[config.mk]
export PLATFORM = sky130hd
export DESIGN_NAME = pbd_bridge
export DESIGN_NICKNAME = d
export VERILOG_FILES = /design/src/pbd_bridge.v /design/src/pbd_rise_delay.v
export VERILOG_INCLUDE_DIRS = /design/src
export SDC_FILE = /design/constraint.sdc
export NUM_CORES = 1
export LEC_CHECK = 0
export BUFFER_PORTS_ARGS = -buffer_cell sky130_fd_sc_hd__clkbuf_2
export CAP_MARGIN = 30
export CORE_MARGIN = 4
export CORE_UTILIZATION = 57
export CTS_CLUSTER_SIZE = 28
export DETAILED_ROUTE_END_ITERATION = 10
export GPL_TIMING_DRIVEN = 0
export MAX_ROUTING_LAYER = met4
export PLACE_DENSITY = 0.75
export RECOVER_POWER = 100
export SETUP_SLACK_MARGIN = 0.4
export SLEW_MARGIN = 25
export SYNTH_ARGS = -nofsm -noshare
export SYNTH_HDL_FRONTEND = slang
export SYNTH_HIERARCHICAL = 1
export SYNTH_SLANG_ARGS = --single-unit
[constraint.sdc]
create_clock -name core_clk -period 2.7 [get_ports core_clk]
set_clock_uncertainty 0.05 [all_clocks]
set_input_delay 0.54 -clock core_clk [delete_from_list [all_inputs] [get_ports core_clk]]
set_output_delay 0.54 -clock core_clk [all_outputs]
set_load 0.005 [all_outputs]
[src/pbd_defines.vh]
// Constants for the processor bus decoder and instrument port bridge
`ifndef PBD_DEFINES_VH
`define PBD_DEFINES_VH
// Primary decode windows (address bits 13:11)
`define PBD_PRI_SYSTEM_RAM 3'h0
`define PBD_PRI_SEL_A 3'h1
`define PBD_PRI_IO 3'h2
`define PBD_PRI_LAMP0 3'h3
`define PBD_PRI_LAMP1 3'h4
`define PBD_PRI_LAMP2 3'h5
// Secondary decode codes (address bits 10:9)
`define PBD_SEC_PORT 2'h0
`define PBD_SEC_GPIB 2'h1
`define PBD_SEC_OPT_SW 2'h2
// Adapter base address, low two bits are register select
`define PBD_ADAPTER_BASE 16'h1000
// Register select codes
`define PBD_RS_A 2'h0
`define PBD_RS_CTL_A 2'h1
`define PBD_RS_B 2'h2
`define PBD_RS_CTL_B 2'h3
// Control register fields
`define PBD_CR_SEL_BIT 2
`define PBD_CR_MODE_LSB 3
// Control line modes (bits 5:3)
`define PBD_MODE_LOW 3'h6
`define PBD_MODE_HIGH 3'h7
`define PBD_MODE_PULSE 3'h5
`define PBD_MODE_HANDSHAKE 3'h4
// Reset values
`define PBD_RST_REG 8'h00
// Power-up reset hold, 1 s at 10 ns
`define PBD_PWR_HOLD_NS 1000000000
`define PBD_CLK_NS 10
`define PBD_PWR_HOLD_CYC (`PBD_PWR_HOLD_NS / `PBD_CLK_NS)
// Data-valid rise delay, 200 ns
`define PBD_DV_RISE_NS 200
`define PBD_DV_RISE_CYC (`PBD_DV_RISE_NS / `PBD_CLK_NS)
`endif

[src/pbd_bridge.v]
// Processor bus decoder, instrument port adapter and power-up reset
// ****************************************************************
// How it works
// - Selects: system RAM 0000-07FF, select_a 0800-0FFF, port, gpib, option switches.
// - Primary decode needs valid address and A15,A14 zero; bits 13:11, top two unused.
// - Secondary decode enabled by 1000-17FF window, decodes bits 10:9.
// - Further primary codes light status lamps when accessed.
// - Adapter answers only at 1000-1003; other two selects always active.
// - Select code 00/10 picks port or direction by control bit 2; 01/11 control.
// - Direction bit 0 makes port line input, 1 makes it output.
// - Write low accepts bus data, read high drives adapter data out.
// - Write data captured during the phase-two high pulse.
// - Control bits 5:3 set behaviour of each side's second control line.
// - A-side second control line is the poll signal.
// - B-side second control line is data-valid, latches writes, enables reads.
// - Data-valid rises late, falls at once.
// - Service request goes straight to processor interrupt input.
// - Adapter reset at power-up, then programmed by processor.
// - Processor reset held low about one second after power-up, clocks run.
// - Data bus gate follows phase-two clock.
// - Port A eight lines drive instrument bus address.
// - Port B eight lines carry register data either way.
// - Data-valid pulses after a port B write only in pulse mode, control bits 5:3 = 5.
// ****************************************************************
`timescale 1ns/1ps
`include "pbd_defines.vh"
module pbd_bridge #(
    parameter PWR_HOLD_CYC = `PBD_PWR_HOLD_CYC
) (
    // Clock and reset
    input wire core_clk,
    input wire srst,
    // Microcomputer bus from processor
    input wire [15:0] cpu_addr,
    input wire valid_address_flag,
    input wire cpu_rd_wr,
    input wire phase2_clk,
    input wire [7:0] cpu_wdata,
    output reg [7:0] cpu_rdata_ff,
    output wire cpu_rdata_oe,
    output wire data_bus_gate,
    output wire tristate_control_in,
    output reg cpu_reset_n_ff,
    output wire cpu_irq_n,
    // Address selects
    output wire system_ram_select,
    output wire select_a,
    output wire port_select,
    output wire gpib_adapter_chip,
    output wire option_switch_select,
    output wire [2:0] lamp_select,
    // Instrument bus
    input wire [7:0] port_a_in,
    output reg [7:0] port_a_out_ff,
    output reg [7:0] port_a_oe_ff,
    input wire [7:0] port_b_in,
    output reg [7:0] port_b_out_ff,
    output reg [7:0] port_b_oe_ff,
    output wire a_side_control_line,
    output wire b_side_control_line,
    input wire service_request_line
);
    // ****************************************************************
    // Input synchronisers
    // ****************************************************************
    reg [15:0] addr_s1_ff, addr_ff;
    reg [7:0] wd_s1_ff, wd_ff, pa_s1_ff, pa_ff, pb_s1_ff, pb_ff;
    reg [3:0] ctl_s1_ff, ctl_ff;
    wire addr_valid = ctl_ff[0];
    wire rd_wr = ctl_ff[1];
    wire ph2 = ctl_ff[2];
    wire srq = ctl_ff[3];

    always @(posedge core_clk) begin
        if (srst) begin
            addr_s1_ff <= 16'h0000;
            addr_ff <= 16'h0000;
            wd_s1_ff <= 8'h00;
            wd_ff <= 8'h00;
            pa_s1_ff <= 8'h00;
            pa_ff <= 8'h00;
            pb_s1_ff <= 8'hff;
            pb_ff <= 8'hff;
            ctl_s1_ff <= 4'h2;
            ctl_ff <= 4'h2;
        end else begin
            addr_s1_ff <= cpu_addr;
            addr_ff <= addr_s1_ff;
            wd_s1_ff <= cpu_wdata;
            wd_ff <= wd_s1_ff;
            pa_s1_ff <= port_a_in;
            pa_ff <= pa_s1_ff;
            pb_s1_ff <= port_b_in;
            pb_ff <= pb_s1_ff;
            ctl_s1_ff <= {service_request_line, phase2_clk, cpu_rd_wr, valid_address_flag};
            ctl_ff <= ctl_s1_ff;
        end
    end

    // ****************************************************************
    // Address decode
    // ****************************************************************
    function [7:0] pbd_dec8;
        input en;
        input [2:0] code;
        begin
            pbd_dec8 = en ? (8'h01 << code) : 8'h00;
        end
    endfunction

    function [3:0] pbd_dec4;
        input en;
        input [1:0] code;
        begin
            pbd_dec4 = en ? (4'h1 << code) : 4'h0;
        end
    endfunction

    wire pri_en = addr_valid && (addr_ff[15:14] == 2'b00);
    wire [7:0] pri = pbd_dec8(pri_en, addr_ff[13:11]);
    wire [3:0] sec = pbd_dec4(pri[`PBD_PRI_IO], addr_ff[10:9]);

    assign system_ram_select = pri[`PBD_PRI_SYSTEM_RAM];
    assign select_a = pri[`PBD_PRI_SEL_A];
    assign port_select = sec[`PBD_SEC_PORT];
    assign gpib_adapter_chip = sec[`PBD_SEC_GPIB];
    assign option_switch_select = sec[`PBD_SEC_OPT_SW];
    // Diagnostics touch these pages to light a lamp
    assign lamp_select = {pri[`PBD_PRI_LAMP2], pri[`PBD_PRI_LAMP1],
                          pri[`PBD_PRI_LAMP0]};

    // ****************************************************************
    // Processor side fixed lines and reset
    // ****************************************************************
    assign data_bus_gate = phase2_clk;
    assign tristate_control_in = 1'b0;
    // Straight path, no adapter involvement
    assign cpu_irq_n = ~srq;

    reg [31:0] pwr_cnt_ff;
    always @(posedge core_clk) begin
        if (srst) begin
            pwr_cnt_ff <= 32'h00000000;
            cpu_reset_n_ff <= 1'b0;
        end else if (pwr_cnt_ff >= PWR_HOLD_CYC - 1) begin
            cpu_reset_n_ff <= 1'b1;
        end else begin
            pwr_cnt_ff <= pwr_cnt_ff + 32'h00000001;
        end
    end

    // ****************************************************************
    // Adapter registers
    // ****************************************************************
    reg [7:0] dir_a_ff, dir_b_ff, ctl_a_ff, ctl_b_ff;
    reg ph2_d_ff;
    reg dv_pulse_ff;
    // Two fixed selects are tied active; page select and address bits 8:2 zero decide
    wire adapter_chip_select = port_select &&
        ({addr_ff[15:2], 2'b00} == `PBD_ADAPTER_BASE);
    wire [1:0] rsel = {addr_ff[1], addr_ff[0]}; // reg_select_high, reg_select_low
    wire a_select_bit = ctl_a_ff[`PBD_CR_SEL_BIT];
    wire b_select_bit = ctl_b_ff[`PBD_CR_SEL_BIT];
    wire ph2_rise = ph2 && !ph2_d_ff;
    wire wr_stb = adapter_chip_select && !rd_wr && ph2_rise;
    wire rd_stb = adapter_chip_select && rd_wr && ph2_rise;
    wire [2:0] mode_a = ctl_a_ff[5:3];
    wire [2:0] mode_b = ctl_b_ff[5:3];

    always @(posedge core_clk) begin
        if (srst) begin
            // All lines inputs; A control line low, B data-valid asserts after its rise delay
            dir_a_ff <= `PBD_RST_REG;
            dir_b_ff <= `PBD_RST_REG;
            ctl_a_ff <= `PBD_RST_REG;
            ctl_b_ff <= `PBD_RST_REG;
            port_a_out_ff <= `PBD_RST_REG;
            port_b_out_ff <= `PBD_RST_REG;
            ph2_d_ff <= 1'b0;
            dv_pulse_ff <= 1'b0;
        end else begin
            ph2_d_ff <= ph2;
            // Pulse ends on the next phase-two rising edge
            if (ph2_rise) begin
                dv_pulse_ff <= 1'b0;
            end
            if (wr_stb) begin
                case (rsel)
                    `PBD_RS_A: begin
                        if (a_select_bit) begin
                            port_a_out_ff <= wd_ff;
                        end else begin
                            dir_a_ff <= wd_ff;
                        end
                    end
                    `PBD_RS_CTL_A: begin
                        ctl_a_ff <= wd_ff;
                    end
                    `PBD_RS_B: begin
                        if (b_select_bit) begin
                            port_b_out_ff <= wd_ff;
                            dv_pulse_ff <= (mode_b == `PBD_MODE_PULSE);
                        end else begin
                            dir_b_ff <= wd_ff;
                        end
                    end
                    default: begin
                        ctl_b_ff <= wd_ff;
                    end
                endcase
            end
        end
    end

    // Output enables follow direction registers
    always @(posedge core_clk) begin
        if (srst) begin
            port_a_oe_ff <= 8'h00;
            port_b_oe_ff <= 8'h00;
        end else begin
            port_a_oe_ff <= dir_a_ff;
            port_b_oe_ff <= dir_b_ff;
        end
    end

    // ****************************************************************
    // Read path
    // ****************************************************************
    function [7:0] pbd_port_rd;
        input [7:0] dir;
        input [7:0] out;
        input [7:0] pin;
        begin
            // Output lines read back the latch, inputs read the pin
            pbd_port_rd = (dir & out) | (~dir & pin);
        end
    endfunction

    reg [7:0] nxt_rdata;
    always @* begin
        case (rsel)
            `PBD_RS_A: nxt_rdata = a_select_bit ?
                pbd_port_rd(dir_a_ff, port_a_out_ff, pa_ff) : dir_a_ff;
            `PBD_RS_CTL_A: nxt_rdata = ctl_a_ff;
            `PBD_RS_B: nxt_rdata = b_select_bit ?
                pbd_port_rd(dir_b_ff, port_b_out_ff, pb_ff) : dir_b_ff;
            default: nxt_rdata = ctl_b_ff;
        endcase
    end

    always @(posedge core_clk) begin
        if (srst) begin
            cpu_rdata_ff <= 8'h00;
        end else if (rd_stb) begin
            cpu_rdata_ff <= nxt_rdata;
        end
    end

    // Drive the processor data bus only in phase two of an adapter read
    assign cpu_rdata_oe = adapter_chip_select && rd_wr && ph2;

    // ****************************************************************
    // Second control lines
    // ****************************************************************
    function pbd_ctl_line;
        input [2:0] mode;
        input pulse;
        begin
            case (mode)
                `PBD_MODE_HIGH: pbd_ctl_line = 1'b1;
                `PBD_MODE_PULSE: pbd_ctl_line = ~pulse;
                `PBD_MODE_HANDSHAKE: pbd_ctl_line = ~pulse;
                default: pbd_ctl_line = 1'b0;
            endcase
        end
    endfunction

    // Poll is asserted by programming the line high
    assign a_side_control_line = pbd_ctl_line(mode_a, 1'b0);

    // Low control line asserts data-valid through an inverter
    wire b_line_raw = pbd_ctl_line(mode_b, dv_pulse_ff);
    wire dv_req = ~b_line_raw;
    wire b_dv_ff;

    pbd_rise_delay #(
        .CYC(`PBD_DV_RISE_CYC)
    ) u_dv_delay (
        .core_clk(core_clk),
        .srst(srst),
        .lvl_in(dv_req),
        .lvl_out_ff(b_dv_ff)
    );

    assign b_side_control_line = b_dv_ff;
endmodule // pbd_bridge

[src/pbd_rise_delay.v]
// Delays rising edges of a level, passes falling edges at once
`timescale 1ns/1ps
module pbd_rise_delay #(
    parameter CYC = 20
) (
    // Clock and reset
    input wire core_clk,
    input wire srst,
    // Level in and shaped level out
    input wire lvl_in,
    output reg lvl_out_ff
);
    reg [7:0] cnt_ff;

    always @(posedge core_clk) begin
        if (srst) begin
            cnt_ff <= 8'h00;
            lvl_out_ff <= 1'b0;
        end else if (!lvl_in) begin
            // Fall is immediate so the line releases without lag
            cnt_ff <= 8'h00;
            lvl_out_ff <= 1'b0;
        end else if (cnt_ff >= CYC[7:0] - 8'h01) begin
            lvl_out_ff <= 1'b1;
        end else begin
            cnt_ff <= cnt_ff + 8'h01;
        end
    end
endmodule // pbd_rise_delay

* After elaboration in Yosys (flattened, before gate mapping)
Cells that the tools add are included. Widths: inputs -> output; s select.
Word-level totals: register bits 204, bits in latches 0, bits in writable memories 0, memory bits (read-only) 0, input port bits 46, output and inout port bits 55, logic and storage cells 86, memories 0
Operators by class: $add $sub $neg 2, $mul 0, divide/modulo/power cells 0, magnitude comparators 2, eq/ne operators 9, shift-type cells 2, mux-type cells 11, bitwise operators 13, reduce and logical (&&, ||, !) cells 22
Operators by type and width (number):
- $add 32x1->32 const B | 1
- $and 8x8->8 | 4
- $ge 32x27->1 const B | 1
- $pmux 8 s3 | 1
- $eq 3x3->1 const B | 6
- $mux 8 | 2
- $not 8->8 | 2
- $or 8x8->8 | 2
- $eq 14x11->1 const B | 1
- $reduce_and 3->1 | 4
- $add 8x1->8 const B | 1
- $ge 8x5->1 const B | 1
- $logic_and 1x1->1 | 8
- $mux 6 | 1
- $reduce_or 3->1 | 2
- $shl 1x3->6 const A | 1
- $mux 1 | 5
- $not 1->1 | 5
- $logic_not 2->1 | 2
- $reduce_and 2->1 | 2
- $reduce_or 2->1 | 2
- $mux 3 | 1
- $shl 1x2->3 const A | 1
- $eq 2x1->1 const B | 1
- 3 further kinds | 4

* Depth between registers and ports, before layout
depth after elaboration 8, gate-level depth with buffers 8, gate-level depth less buffers 6

* Cells and area by module
Netlist, hierarchy kept.
Modules (own cells, without submodules):
- pbd_bridge | times used 1, cells an instance 725, area an instance 7131.8 um^2, sequential area each 3903.7 um^2
- pbd_rise_delay | times used 1, cells an instance 38, area an instance 364.1 um^2, sequential area each 180.2 um^2

* Worst setup path after synthesis
No wires, ideal clock.
kind reg2reg, start reg addr_ff[3], end reg cpu_rdata_ff[5], setup time 68 ps, arrival 1898 ps, data required time 2582 ps, slack 684 ps, stages on the path, launching flop included 8, buffers on the path 2, clock period less this slack 2016 ps, cell sequence dfxtp_1 -> nor4_4 -> nand4_4 -> or4_4 -> buf_6 -> buf_6 -> a211o_1 -> a21oi_2
Between the ends: word-level cells in the longest chain between the ends 4
Ends and longest elaborated chain:
- from (decl) | line pbd_bridge.v:66 | reg [15:0] addr_s1_ff, addr_ff;
- from (signal assigned) | line pbd_bridge.v:88 | addr_ff <= addr_s1_ff;
- $eq 14x11->1 (no source line)
- $logic_and 1x1->1 | line pbd_bridge.v:159 | wire adapter_chip_select = port_select &&
- $logic_and 1x1->1 (2 in a row) | line pbd_bridge.v:166 | wire rd_stb = adapter_chip_select && rd_wr && ph2_rise;
- to (signal assigned) | line pbd_bridge.v:255 | cpu_rdata_ff <= nxt_rdata;
- to (decl) | line pbd_bridge.v:39 | output reg [7:0] cpu_rdata_ff,
Every way passes these cells. A chain may end at the register's enable or synchronous reset.

* Final worst setup path
start reg pwr_cnt_ff[0], end reg pwr_cnt_ff[1]
Between the ends: word-level cells in the longest chain between the ends 1, elaborated cells between the ends (all ways) 2, classes of those cells 1 x add/sub; 1 x order compare
Ends and longest elaborated chain:
- from (decl) | line pbd_bridge.v:140 | reg [31:0] pwr_cnt_ff;
- from (signal assigned) | line pbd_bridge.v:148 | pwr_cnt_ff <= pwr_cnt_ff + 32'h00000001;
- $add 32x1->32 / $ge 32x27->1 (equally long branches) | line pbd_bridge.v:148, pbd_bridge.v:145
Parallel ways exist; a longest one is shown, timed or not.

==> metrics.yaml <==
reg_top3: "pwr_cnt_ff: 32 flops, addr_ff: 16 flops, addr_s1_ff: 16 flops"
via_per_inst: 5.488
cts-buffers-inserted: 21
synth_area_sq_um: 7496
fin_util: 0.6954
largest_register: "pwr_cnt_ff"
post-place-cells: 1034
largest_reg_flops: 32
vias: 5900
die_w_um: 122.7
syn-num-nets: 811
grt_start_max_net_pins: 14
worstSetupPathType: "reg2reg"
clock_path_buffers: 3
cts_tree: "yes"
critical_path.startpoint_type: "flop"
synth_cell_type_count: 55
synth_largest_area_cell: "dfxtp_1"
worstPathArrival_ns: 2.65
drc: 0
max_freq_mhz: 425.7
end_kind: "flop"
cpPeakStageDelay_ns: 0.46
crit_fanout: 10
dr.pass1.iters: 4
hp-class: "in2reg"
setup_viol: 0
relSlewSlack: 0.4980
ys_seq_area_frac: 0.5448
finalCritPeriodShare: 0.8700
root_buffer: "clkbuf_16"
pin_count: 101
rows: 41
floorplan.initialDensity: 0.5892
layout-drive-gt1-share: 0.1694
crit_chain: "ha_1 -> nand4_1 -> o211ai_1 -> a211o_1 -> clkbuf_2 -> clkbuf_1 -> mux2i_1 -> nor2_1"
gr-usage-all-layers: 0.2378
clk_pin_slew_ns: 0.06
rsz0062_at_grt: "yes"
antenna_found_initial: 0
postSynthCellCount: 763
synth_edf_count: 0
layout_min_cycle_time_ns: 2.349
tightestPinTransition_ns: 0.7468
synth_area_leaders: "dfxtp_1 54%, nor2b_1 7.8%, mux2i_1 6.8%"
pwr-share-seq: 0.527
worstSkewPairLatency_ns: 0.49
synth_top_cell_area_share: 0.5448
place_area_sq_um: 8207
synth.most_common_cell: "dfxtp_1"
gp_congestion: 0.8669
gr-total-overflow: 0
h-tree-depth: 1
syn_avg_cell_area_sq_um: 9.824
synthArstFlopShare: 0
ys.flop_type: "dfxtp_1"
switching_power_mw: 1.234
drtIter0Drc: 364
powerDensity_nw_per_um2: 669.7
ir_drop_mv: 0.4219
slowest_stage: "clkbuf_1"
finalHoldViolCount: 0
swShare: 0.2082
cap_viol_max_count: 0
ant_nets: 0
synth_common_cells: "204 x dfxtp_1, 93 x nor2b_1, 70 x nor2_1, 56 x a21oi_1, 51 x mux2i_1"
fin_nets: 942
portBuffers: 99
hpwl_mm: 12.27
routed_wl_mm: 17.38
fin_tns_setup_ns: 0
final_cells: 1075
core_sq_um: 12720
cts.sinks: 204
synthToLayoutAreaGrowth_pct: 18.03
pwr-share-clk: 0.438
yosysWarnings: 6
fin_area_sq_um: 8847
p_int_mw: 4.692
routedWlPerCell_um: 16.17
antennaDiodeCount: 0
status: "finished, final reports clean"
ys_ff_latch: 204
p_leak_nw: 3.296
hold_ws_ns: 0.1774
comb_power_share: 0.035
first_global_vias: 5910
grt_pass1_wl_mm: 27.93
worstPathRequired_ns: 3.00
slew_violations: 0
design.die.area_sq_um: 15050
die_h_um: 122.7
[critical path: cells and delay by family, from the launching register on]
| kind | cells | cell delay [ns] |
|---|---|---|
| adder cells (fa/ha/maj) | 1 | 0.23 |
| AND/OR/NAND/NOR | 2 | 0.19 |
| multiplexers | 1 | 0.24 |
| AO/OA/AOI/OAI | 2 | 0.40 |
| flip-flops | 1 | 0.40 |
| buffers and inverters | 2 | 0.70 |
[repair_timing]
action | 4_1_cts | 5_1_grt
cloned | 0 | 0
gates resized for setup | 6 | 16
endpoints found under the setup margin | 29 | 49
hold buffers | 0 | 0
buffers inserted | 3 | 6
pin swaps | 5 | 10
[stage by stage]
step	setup slack (ns)	power, mW
after floorplan	0.6843	3.300
after global placement	0.3778	3.378
after detailed placement	0.2881	3.390
after CTS	0.4002	5.977
after global routing	0.1878	6.141
final	0.3510	5.925
[routing by layer]
metal | vias to the layer above | track usage | routed length [um]
li1 | 2875 | - | -
met1 | 2771 | 0.2801 | 7142
met2 | 197 | 0.3987 | 8453
met3 | 57 | 0.04009 | 1089
met4 | 0 | 0.1078 | 693
met5 | - | - | 0
[final timing paths]
path,endpoint,depth (start not counted),from,slack [ns]
setup reg to reg,pwr_cnt_ff[1]$_SDFFE_PP0N_,8,pwr_cnt_ff[0]$_SDFFE_PP0N_,0.35
hold / removal,pb_s1_ff[6]$_SDFF_PP1_,2,port_b_in[6],0.18
setup / recovery,pwr_cnt_ff[1]$_SDFFE_PP0N_,8,pwr_cnt_ff[0]$_SDFFE_PP0N_,0.35
hold reg to reg,pb_ff[2]$_SDFF_PP1_,1,pb_s1_ff[2]$_SDFF_PP1_,0.36
[cell families after synthesis]
kind of cell	count (synthesis)	synth area share
other	1	0.0005003
muxes	51	0.06810
DFF	204	0.5448
adders and majority gates	2	0.003338
and+or+nand+nor	309	0.2380
AOI/OAI and AO/OA	124	0.1042
xor gates and xnor gates	2	0.002337
buffers and inverters	70	0.03872
[power groups by stage]
stage          sequential (mW)  combinational [mW]  clock, mW
2_1_floorplan             3.17               0.131          0
3_3_place_gp              3.18               0.197          0
3_5_place_dp              3.18               0.205          0
4_1_cts                   3.12               0.211       2.65
5_1_grt                   3.13               0.232       2.78
6_report                  3.12               0.207       2.60
[layout make-up]
class                   count  area [sq um]
inverters                  25         93.84
clock buffers              28         591.8
plain buffers              45         192.7
repair buffers            108         550.5
clock inverters             4         23.77
flip-flops and latches    204          4088
well taps                 172         215.2
multi-input cells         489          3092
fillers                  1066          3875
[cells in the final DEF, fill, tap and decap left out, types with 11 or more instances in the layout]
| master | n |
|---|---|
| dfxtp_1 | 201 |
| nor2b_1 | 93 |
| clkbuf_2 | 76 |
| nor2_1 | 69 |
| clkbuf_1 | 66 |
| a21oi_1 | 57 |
| mux2i_1 | 51 |
| nand2_1 | 34 |
| inv_1 | 24 |
| clkbuf_16 | 21 |
| or2_2 | 20 |
| o21ai_0 | 18 |
| or3_1 | 18 |
| a311oi_1 | 14 |
| or4_1 | 11 |
No activity file was read; power rests on OpenSTA's default activity.
